--- config.mk ---
export PLATFORM = sky130hd
export DESIGN_NAME = flash_host_ctrl
export DESIGN_NICKNAME = d
export VERILOG_FILES = /design/src/verilog/flash_host_pkg.sv /design/src/verilog/flash_host_ctrl.sv
export SDC_FILE = /design/constraint.sdc
export NUM_CORES = 1
export LEC_CHECK = 0
export ABC_AREA = 1
export BUFFER_PORTS_ARGS = -buffer_cell sky130_fd_sc_hd__buf_2
export CAP_MARGIN = 15
export CORE_MARGIN = 10
export CORE_UTILIZATION = 40
export DETAILED_ROUTE_END_ITERATION = 10
export SLEW_MARGIN = 15
export SYNTH_ARGS = -nofsm -noshare
export SYNTH_HDL_FRONTEND = slang
export SYNTH_SLANG_ARGS = --single-unit
--- constraint.sdc ---
create_clock -name clk_i -period 2.16 [get_ports clk_i]
set_clock_uncertainty 0.05 [all_clocks]
set_input_delay 0.216 -clock clk_i [delete_from_list [all_inputs] [get_ports clk_i]]
set_output_delay 0.216 -clock clk_i [all_outputs]
set_load 0.1 [all_outputs]
--- src/verilog/flash_host_pkg.sv ---
// Package for the flash status and protection-register host controller.
// Assumes a single 40 MHz clock domain and a classic Wishbone slave port.
`default_nettype none
package flash_host_pkg;
  // Register offsets on the Wishbone side (byte addresses).
  localparam logic [3:0] REG_CMD    = 4'h0;
  localparam logic [3:0] REG_ADDR   = 4'h4;
  localparam logic [3:0] REG_DATA   = 4'h8;
  localparam logic [3:0] REG_STATUS = 4'hC;
  // Command codes written to the command register.
  localparam logic [2:0] OP_READ   = 3'h1;
  localparam logic [2:0] OP_WRITE  = 3'h2;
  localparam logic [2:0] OP_LOCKQ  = 3'h3;
  localparam logic [2:0] OP_OTPRD  = 3'h4;
  localparam logic [2:0] OP_LOCKB  = 3'h5;
  localparam logic [2:0] OP_POLL   = 3'h6;
  localparam logic [2:0] OP_TOGGLE = 3'h7;
  // Flash command addresses and data.
  localparam logic [19:0] UNLOCK_A1 = 20'h0_0555;
  localparam logic [19:0] UNLOCK_A2 = 20'h0_0AAA;
  localparam logic [19:0] LOCK_ADDR = 20'h0_0080;
  localparam logic [15:0] UNLOCK_D1 = 16'h00AA;
  localparam logic [15:0] UNLOCK_D2 = 16'h0055;
  localparam logic [15:0] IDENT_ENTER_D = 16'h0090;
  localparam logic [15:0] IDENT_LEAVE_D = 16'h00F0;
  localparam logic [15:0] PROT_PROG_D   = 16'h00C0;
  localparam logic [15:0] LOCK_DATA     = 16'h0000;
  // Status bit positions on the data lines.
  localparam int LOCK_FLAG_BIT   = 1;
  localparam int SUPPLY_LOW_BIT  = 3;
  localparam int TIMEOUT_BIT     = 5;
  localparam int TOGGLE_BIT      = 6;
  localparam int POLARITY_BIT    = 7;
  // Bus cycle timing: 25 ns clock, 70 ns access, 50 ns strobe pulse.
  localparam int CLK_NS    = 25;
  localparam int ACCESS_NS = 70;
  localparam int PULSE_NS  = 50;
  localparam logic [2:0] ACCESS_CYC = 3'((ACCESS_NS + CLK_NS - 1) / CLK_NS);
  localparam logic [2:0] PULSE_CYC  = 3'((PULSE_NS + CLK_NS - 1) / CLK_NS);
  // Status register bits.
  localparam int ST_BUSY = 0;
  localparam int ST_DONE = 1;
  localparam int ST_FAIL = 2;
  localparam int ST_VLOW = 3;
  localparam int ST_RDYB = 4;
  // One flash bus request.
  typedef struct packed {
    logic        write;
    logic [19:0] addr;
    logic [15:0] data;
  } flash_req_t;
  typedef enum logic [3:0] {
    S_IDLE  = 4'b0000,
    S_SETUP = 4'b0001,
    S_PULSE = 4'b0010,
    S_GAP   = 4'b0011,
    S_NEXT  = 4'b0100,
    S_DONE  = 4'b0101
  } fsm_t;
endpackage : flash_host_pkg
`default_nettype wire

--- src/verilog/flash_host_ctrl.sv ---
// Host controller that drives the flash through its parallel pins.
// Software orders sequences over classic Wishbone; pins are synchronous to clk_i.
// Notes on behaviour
// - lock cycle four drives lock bit low.
// - lock query: ident entry, read 80H bit.
// - protection read: ident entry, then plain read.
// - ident leave command follows every ident access.
// - polling rereads polarity bit after timeout bit.
// - toggle routine rereads toggle after timeout bit.
// - status polls use the programmed address.
`default_nettype none
module flash_host_ctrl
  import flash_host_pkg::*;
(
  // Clock and reset.
  input  wire logic        clk_i,
  input  wire logic        rst_i,
  // Wishbone slave.
  input  wire logic        cyc_i,
  input  wire logic        stb_i,
  input  wire logic        we_i,
  input  wire logic [3:0]  adr_i,
  input  wire logic [3:0]  sel_i,
  input  wire logic [31:0] dat_i,
  output logic [31:0]      dat_o,
  output logic             ack_o,
  // Flash pins.
  output logic [19:0]      fl_addr_o,
  output logic [15:0]      fl_dq_o,
  output logic             fl_dq_oe_n_o,
  input  wire logic [15:0] fl_dq_i,
  output logic             fl_ce_n_o,
  output logic             fl_oe_n_o,
  output logic             fl_we_n_o,
  input  wire logic        fl_ready_i
);
  fsm_t        state;
  flash_req_t  seq [0:4];
  logic [2:0]  seq_len;
  logic [2:0]  idx;
  logic [2:0]  cnt;
  logic [2:0]  op;
  logic [19:0] addr_reg;
  logic [15:0] data_reg;
  logic [15:0] rd_data;
  logic [15:0] prev_rd;
  logic        have_prev;
  logic        recheck;
  logic        busy, done, fail, vlow;

  // Builds one write cycle; used for the unlock prefix and the command words.
  function automatic flash_req_t wr(input logic [19:0] a, input logic [15:0] d);
    wr = '{write: 1'b1, addr: a, data: d};
  endfunction : wr

  function automatic flash_req_t rd(input logic [19:0] a);
    rd = '{write: 1'b0, addr: a, data: 16'h0000};
  endfunction : rd

  // Bus decode.
  wire bus_req  = cyc_i & stb_i & ~ack_o;
  wire cmd_wr   = bus_req & we_i & sel_i[0] & (adr_i == REG_CMD) & ~busy;
  wire addr_wr  = bus_req & we_i & (adr_i == REG_ADDR);
  wire data_wr  = bus_req & we_i & (adr_i == REG_DATA);
  wire [2:0] new_op = dat_i[2:0];
  wire flash_req_t cur = seq[idx];
  wire last_step = (idx == seq_len - 3'd1);
  // Polling verdicts for the two status methods.
  wire tmo_seen  = rd_data[TIMEOUT_BIT] | rd_data[SUPPLY_LOW_BIT];
  wire pol_match = rd_data[POLARITY_BIT] == data_reg[POLARITY_BIT];
  wire tog_still = have_prev & (rd_data[TOGGLE_BIT] == prev_rd[TOGGLE_BIT]);
  wire poll_ok   = (op == OP_POLL) ? pol_match : tog_still;

  // Wishbone register reads; the command offset and unmapped offsets answer the current op.
  logic [31:0] rd_mux;
  assign rd_mux = (adr_i == REG_ADDR)   ? {12'h000, addr_reg} :
                  (adr_i == REG_DATA)   ? {16'h0000, rd_data} :
                  (adr_i == REG_STATUS) ? {27'h000_0000, fl_ready_i, vlow, fail, done, busy} :
                  {29'h0000_0000, op};

  always_ff @(posedge clk_i) begin
    if (rst_i) begin
      ack_o <= 1'b0;
      dat_o <= 32'h0000_0000;
    end else begin
      ack_o <= bus_req;
      dat_o <= rd_mux;
    end
  end

  always_ff @(posedge clk_i) begin
    if (rst_i) begin
      addr_reg <= 20'h0_0000;
      data_reg <= 16'h0000;
    end else begin
      if (addr_wr) addr_reg <= dat_i[19:0];
      if (data_wr) data_reg <= dat_i[15:0];
    end
  end

  // Sequence builder: loads the bus cycles for the ordered operation.
  always_ff @(posedge clk_i) begin
    if (rst_i) begin
      op      <= 3'h0;
      seq_len <= 3'd0;
      for (int i = 0; i < 5; i++) seq[i] <= '0;
    end else if (cmd_wr) begin
      op <= new_op;
      seq[0] <= wr(UNLOCK_A1, UNLOCK_D1);
      seq[1] <= wr(UNLOCK_A2, UNLOCK_D2);
      seq[2] <= wr(UNLOCK_A1, IDENT_ENTER_D);
      seq[4] <= wr(UNLOCK_A1, IDENT_LEAVE_D);
      case (new_op)
        OP_READ, OP_POLL, OP_TOGGLE: begin
          seq[0] <= rd(addr_reg);
          seq_len <= 3'd1;
        end
        OP_WRITE: begin
          seq[0] <= wr(addr_reg, data_reg);
          seq_len <= 3'd1;
        end
        OP_LOCKQ: begin
          seq[3] <= rd(LOCK_ADDR);
          seq_len <= 3'd4;
        end
        OP_OTPRD: begin
          seq[3] <= rd(addr_reg);
          seq_len <= 3'd4;
        end
        OP_LOCKB: begin
          seq[2] <= wr(UNLOCK_A1, PROT_PROG_D);
          seq[3] <= wr(LOCK_ADDR, LOCK_DATA);
          seq_len <= 3'd4;
        end
        default: seq_len <= 3'd0;
      endcase
      // Ident sequences run the leave command as a fifth cycle.
      if (new_op == OP_LOCKQ || new_op == OP_OTPRD) seq_len <= 3'd5;
    end
  end

  // Bus cycle engine; polling ops repeat the read until the status settles.
  always_ff @(posedge clk_i) begin
    if (rst_i) begin
      state     <= S_IDLE;
      idx       <= 3'd0;
      cnt       <= 3'd0;
      busy      <= 1'b0;
      done      <= 1'b0;
      fail      <= 1'b0;
      vlow      <= 1'b0;
      rd_data   <= 16'h0000;
      prev_rd   <= 16'h0000;
      have_prev <= 1'b0;
      recheck   <= 1'b0;
    end else begin
      case (state)
        S_IDLE: begin
          if (cmd_wr && new_op != 3'h0) begin
            state <= S_SETUP;
            idx <= 3'd0;
            busy <= 1'b1;
            done <= 1'b0;
            fail <= 1'b0;
            vlow <= 1'b0;
            have_prev <= 1'b0;
            recheck <= 1'b0;
          end
        end
        S_SETUP: begin
          state <= S_PULSE;
          cnt <= cur.write ? PULSE_CYC : ACCESS_CYC;
        end
        S_PULSE: begin
          if (cnt == 3'd1) begin
            state <= S_GAP;
            if (!cur.write) rd_data <= fl_dq_i;
          end else cnt <= cnt - 3'd1;
        end
        S_GAP: state <= S_NEXT;
        S_NEXT: begin
          if ((op == OP_POLL || op == OP_TOGGLE) && !poll_ok) begin
            prev_rd <= rd_data;
            have_prev <= 1'b1;
            if (recheck) begin
              // Second look after the timeout bit still disagrees: fail.
              fail <= 1'b1;
              vlow <= rd_data[SUPPLY_LOW_BIT];
              state <= S_DONE;
            end else begin
              recheck <= tmo_seen;
              state <= S_SETUP;
            end
          end else if (last_step || op == OP_POLL || op == OP_TOGGLE) begin
            state <= S_DONE;
          end else begin
            idx <= idx + 3'd1;
            state <= S_SETUP;
          end
        end
        S_DONE: begin
          busy <= 1'b0;
          done <= 1'b1;
          state <= S_IDLE;
        end
        default: state <= S_IDLE;
      endcase
    end
  end

  // Pin drive from the current step; dq output enable is low while driving.
  wire active = (state == S_SETUP) || (state == S_PULSE) || (state == S_GAP);
  always_ff @(posedge clk_i) begin
    if (rst_i) begin
      fl_addr_o    <= 20'h0_0000;
      fl_dq_o      <= 16'h0000;
      fl_dq_oe_n_o <= 1'b1;
      fl_ce_n_o    <= 1'b1;
      fl_oe_n_o    <= 1'b1;
      fl_we_n_o    <= 1'b1;
    end else begin
      fl_addr_o    <= cur.addr;
      fl_dq_o      <= cur.data;
      fl_dq_oe_n_o <= ~(active & cur.write);
      fl_ce_n_o    <= ~active;
      // Output enable stays high during writes so the device takes them.
      fl_oe_n_o    <= ~((state == S_PULSE) & ~cur.write);
      fl_we_n_o    <= ~((state == S_PULSE) & cur.write);
    end
  end
endmodule : flash_host_ctrl
`default_nettype wire

# Word-level counts from Yosys, hierarchy flattened
# Memories as Yosys holds them, arrays and structs flattened. A register that Yosys moved wholly into a read port is not among the register bits.
# Cells that the tools add are included.
# op_classes
mux	71
add_sub_neg	3
n_reduce_logical	27
n_bitwise	30
n_eq_ne	28
# ops
operator	count
two-way mux 37 bit	10
two-way mux 1 bit	36
two-way mux 3 bit	9
two-way mux 20 bit	1
case mux 4 bit (5 select lines)	1
== test 3 bit (second input constant)	6
case mux 3 bit (2 select lines)	3
two-way mux 16 bit	1
inequality test 2 bit (second input constant)	7
bitwise AND 1 bit	12
== test 4 x 3 -> 1 bit (second input constant)	3
two-way mux 4 bit	3
case mux 1 bit (2 select lines)	6
OR 1 bit	11
OR reduction 3 bit	3
== test 4 x 2 -> 1 bit (second input constant)	2
== test 4 bit (second input constant)	2
zero test 4 bit	2
AND reduction 2 bit	4
AND reduction 4 bit	2
inverter 1 bit	7
== test 3 x 1 -> 1 bit (second input constant)	2
== test 3 x 2 -> 1 bit (second input constant)	2
logical OR 1 bit	6
12 further kinds	18
# totals
ram_bits	185
register_bits	154
out_inout_bits	73
word_cells	184
memories	1
# mem_list
name	words	word_bits	read_ports	rd_clocked_by_memory_dff	write_ports	line	text
seq	5	37	1	1	5	flash_host_ctrl.sv:38	flash_req_t seq [0:4];

# Logic depth before layout (Yosys ltp)
# logic_depth
ltp_word	12
ltp_mapped	10

# Worst setup path before layout
# Ideal clock, no wire load.
# synth_timing
path_kind	reg-to-reg
start	register ack_o
end	memory seq[3][16] (netlist name) (enable)
setup_ns	0.378
arrival_ns	2.168
required_ns	1.732
period_less_slack_ns	2.596
stages_incl_launch_ff	8
path_buffers	0
slack_ns	-0.436
path_cell_list	dfxtp_1 -> nor2_2 -> nand2_2 -> nor3_4 -> nand3_1 -> nand2_1 -> inv_1 -> nand2_1
# synth_rtl
element	line	text
from (decl)	flash_host_ctrl.sv:26	output logic ack_o,
from (signal assigned)	flash_host_ctrl.sv:86	ack_o <= bus_req;
to (decl)	flash_host_ctrl.sv:38	

==> results.md <==
- The flow ran to the end, and the final reports show no timing, DRC or antenna violations.
- The maximum resistive drop on vdd is 0.557 mV.
- The count of maximum capacitance violations is 0.
- The met3 global-route usage is 0.0378.
- The number of instances resized during post-cts repair is 0.
- The most critical setup path has its endpoint at seq[3][27]$_DFFE_PP_.
- For this run, the slowest stage of the critical path takes 0.52 ns.
- The worst hold path depth is 3.
- The layout has between 1.5k and 2k filler cells.
- In the global route stage, overall resource usage came out at 0.152.
- The chip width is between 150 and 200 microns.
- From bottom edge to top edge, the die measures 157 microns.
- The total clock sinks is 199.
- The total of buffers placed on input and output ports is 107.
- The most used flip-flop cell after synthesis is dfxtp_1.
- The post-layout worst setup margin is 0.162 ns.
- Setup violations remaining at the end of the flow were counted as 0.
- In the routed design, unresolved DRC markers number 0.
- The number of warnings printed during yosys synthesis is 0.
- The count of nets after finishing is between 1k and 1.5k.
- The setup fix buffers added after clock tree synthesis is 0.
- Summed over all nets, the switching power comes to between 1.5 and 2 mW.
- The number of routed nets with antenna violations is 0.
- In this run the core area contains 49 standard-cell rows.
- Of the total power, registers draw 0.505.
- The number of flip-flops under the largest register name is 62.
- The shortest period the worst path allows is about 2.0 ns.
- For the worst flop-to-flop path, the logic depth is 8.
- The critical register-to-register path endpoint is seq[3][27]$_DFFE_PP_.
- The final count of pins violating max slew is 0.
- The number of failing hold endpoints at the final stage came to 0.
- Timing would allow up to ~500 MHz.
- The launching element type of the critical path is an input port.
- The overall power of the completed layout is 7.84 mW.
- The switching power share of the total is 0.254.
- The analysis attributes to cell leakage a power of between 3 and 4 nW.
- The initial DRC count is between 400 and 500.
- For this run, the register share of the synthesized area comes to 0.612.
- In this run the mean area of a mapped cell was roughly 9.1 sq um.
- The measured slew at the worst slew-check pin is between 0.6 and 0.7 ns.
- In the final layout, flip-flops and latches occupy about 4600 sq um.
- Cell internal power was estimated by the tool at between 5 and 6 mW.
- Of the cells placed in the final design, the portion with a size suffix greater than 1 is 0.179.
- The floorplan step defined a die boundary enclosing ~25000 sq um.
- From synthesis to final layout, the design area changed by 21.0%.
- The data required time at the worst endpoint is ~2.3 ns.
- The busiest layer in global routing is met2.
- The worst hold path belongs to the class input port to flop.
- The register with the most flip-flops is seq.
- The area occupied by multi-input gates is between 2000 and 2500 sq um.
- The number of synthesized flops with an enable pin is slightly below 60.
- Buffers inserted during clock tree synthesis total 17.
- The critical path goes through dlygate4sd3_1 > buf_2 > nand2_1 > nor2_2 > nand2_2 > nor3_4 > nand3_1 > nand2_1 > inv_1 > nand2_2 > buf_12.
- After clock tree synthesis, the clock-pin slew on the worst setup and hold paths is around 0.070 ns.
- The maximum clock path buffer count is 2.
- The worst slack at placement is ~0.24 ns.
- The number of flip-flops and latches in the synthesized netlist is 199.
- Yosys mapped the design onto 37 distinct sky130hd cell types.
- The part of the total power dissipated in the clock network is 0.402.
- The normalized max-slew margin is 0.556.
- The cell at the root of the clock tree is clkbuf_16.
- Detailed placement ended at an HPWL of between 10 and 15 mm.
- Along the worst path, the maximum fanout reaches 21.
- For this configuration, the core starts out at a cell density of 0.412.
- For this design, the slowest cell found on the critical path is dlygate4sd3_1.
- Summed over all layers, the routed wires come to 18.5 mm.
- The start of the worst register-to-register path is ack_o$_SDFF_PP0_.
- For this run, global-route usage on met2 was measured as 0.234.
- The worst setup path is captured at a flop.
- Data arrives at the worst endpoint at approximately 2.1 ns.
- The number of standard cells after synthesis is ~800.
- The number of global-route vias before repair was around 5.5k.
- For this run, asynchronously set or reset flops after synthesis account for 0.
- In this run, placement finished with an instance count of roughly 1.1k.
- The core outline area is approximately 18000 sq um.
- Of the available clock period, the critical path in the final layout requires 0.925.
- The routing usage on met1 is 0.205.
- The final cell count without fillers is roughly 1.2k.
- The post-synthesis instance area is 7480 sq um.
- In the routed layout, each cell is associated on average with a via count of 4.85.
- The final global-route overflow total is 0.
- For this run, the detailed router's first-pass iteration total came to 5.
- Dividing total power by cell area gives a power density of 866 nW/um^2.
- The number of top-level pins is 135.
- Tracing the worst setup path back leads to its startpoint at stb_i.
- The final RePlAce weighted congestion is a little over 0.8.
- The fraction of power consumed by combinational cells is 0.093.
- Setup repair after global routing left no endpoint under its margin.
- The clock reaches the later pin of the worst-skew pair after around 0.43 ns.
- The H-tree depth reported by CTS is 4.
- The maximum number of pins on one net before global-route repair is 38.
- The clock tree from TritonCTS is built.
- The initial antenna violation count is 0.
- The setup total negative slack is 0 ns.
- The total vias in the final route is a little under 6k.
- In the final routed layout, each cell accounts on average for roughly 16 microns.
- The first global-routing pass estimated between 20 and 30 mm of wire.
- The worst hold slack is ~0.024 ns.
- The worst setup path is of the input port to flop kind.
- The worst register-to-register path has a setup slack of between 0.2 and 0.3 ns.
-- Yosys cell counts, drive strengths merged, types with 2 or more instances --
cell type | instances | area [sq um]
nand4 | 3 | 18.8
nand2 | 109 | 419
nor2 | 132 | 520
o21ai | 67 | 335
ha | 3 | 37.5
xnor2 | 2 | 17.5
o32ai | 13 | 114
buf | 28 | 168
nor3 | 7 | 51.3
o22ai | 4 | 25.0
inv | 115 | 432
nand3 | 47 | 245
a21oi | 55 | 275
o211ai | 7 | 52.6
edfxtp | 59 | 1770
o31ai | 2 | 15.0
a211oi | 2 | 15.0
a221oi | 7 | 61.3
clkbuf | 15 | 56.3
dfxtp | 140 | 2800
-- cell families (layout without fill, tap and decap cells) --
logic type      count (synthesis)  after routing  synth area share
buf+inv                       159            289            0.0882
simple gates                  300            300             0.169
other cells                     1             13          0.000501
fa+ha+maj                       3              3           0.00502
flops                         199            199             0.612
compound gates                160            160             0.123
xor+xnor                        2              2           0.00234
-- power by group through the flow --
stage	combinational [mW]	clock (mW)	sequential, mW
6_report	0.725	3.15	3.96
2_1_floorplan	0.307	0	4.28
4_1_cts	0.728	3.20	3.96
5_1_grt	0.775	3.34	3.97
3_3_place_gp	0.697	0	4.04
3_5_place_dp	0.700	0	4.04
-- worst max-delay path: cells and delay by family --
kind                   cells  cell delay [ns]
and+or+nand+nor            7             1.01
buffers and inverters      4             0.85
-- how the worst min path moves through the flow --
stage                     start                        end  slack (ns)
4_1_cts               dat_i[17]  addr_reg[17]$_SDFFE_PP0P_       0.006
3_5_place_dp   ack_o$_SDFF_PP0_           ack_o$_SDFF_PP0_        0.37
3_3_place_gp   ack_o$_SDFF_PP0_           ack_o$_SDFF_PP0_        0.36
2_1_floorplan        fl_dq_i[0]    rd_data[0]$_SDFFE_PP0P_        0.30
5_1_grt               dat_i[18]  addr_reg[18]$_SDFFE_PP0P_        0.03
6_report              dat_i[17]  addr_reg[17]$_SDFFE_PP0P_        0.02
-- repair_timing --
| item | CTS | global route |
|---|---|---|
| hold buffers | 19 | 0 |
| setup endpoints to repair | 0 | 0 |
| endpoints found under the hold margin | 18 | 0 |
-- area by class of cell --
| class | count | share of cell area |
|---|---|---|
| flip-flops and latches | 199 | 0.506 |
| multi-input cells | 477 | 0.253 |
| repair buffers | 141 | 0.0954 |
| clock buffers | 25 | 0.0596 |
| inverters | 116 | 0.0485 |
| well taps | 229 | 0.0317 |
| clock inverters | 7 | 0.00553 |
| diodes | 1 | 0.000277 |
-- stage by stage --
| stage | instance area [sq um] | utilization |
|---|---|---|
| after floorplan | 7530 | - |
| after global placement | 8270 | 0.456 |
| after detailed placement | 8270 | 0.456 |
| after CTS | 9050 | 0.499 |
| after global routing | 9050 | 0.499 |
| final | 9050 | 0.499 |
-- layout by cell type, fill, tap and decap left out, types with 13 or more instances in the layout --
master	count
clkbuf_16	20
dlygate4sd3_1	19
nand2_1	104
o32ai_1	13
edfxtp_1	59
buf_2	107
inv_1	111
buf_4	13
dfxtp_1	139
nor2_1	125
a21oi_1	55
o21ai_0	66
nand3_1	45
-- routing by layer --
| layer | share of wire | vias to the layer above |
|---|---|---|
| li1 | - | 2928 |
| met1 | 0.46 | 2670 |
| met2 | 0.46 | 178 |
| met3 | 0.060 | 18 |
| met4 | 0.014 | 0 |
| met5 | 0 | - |
Note: power is estimated with default switching activity, not from simulation.
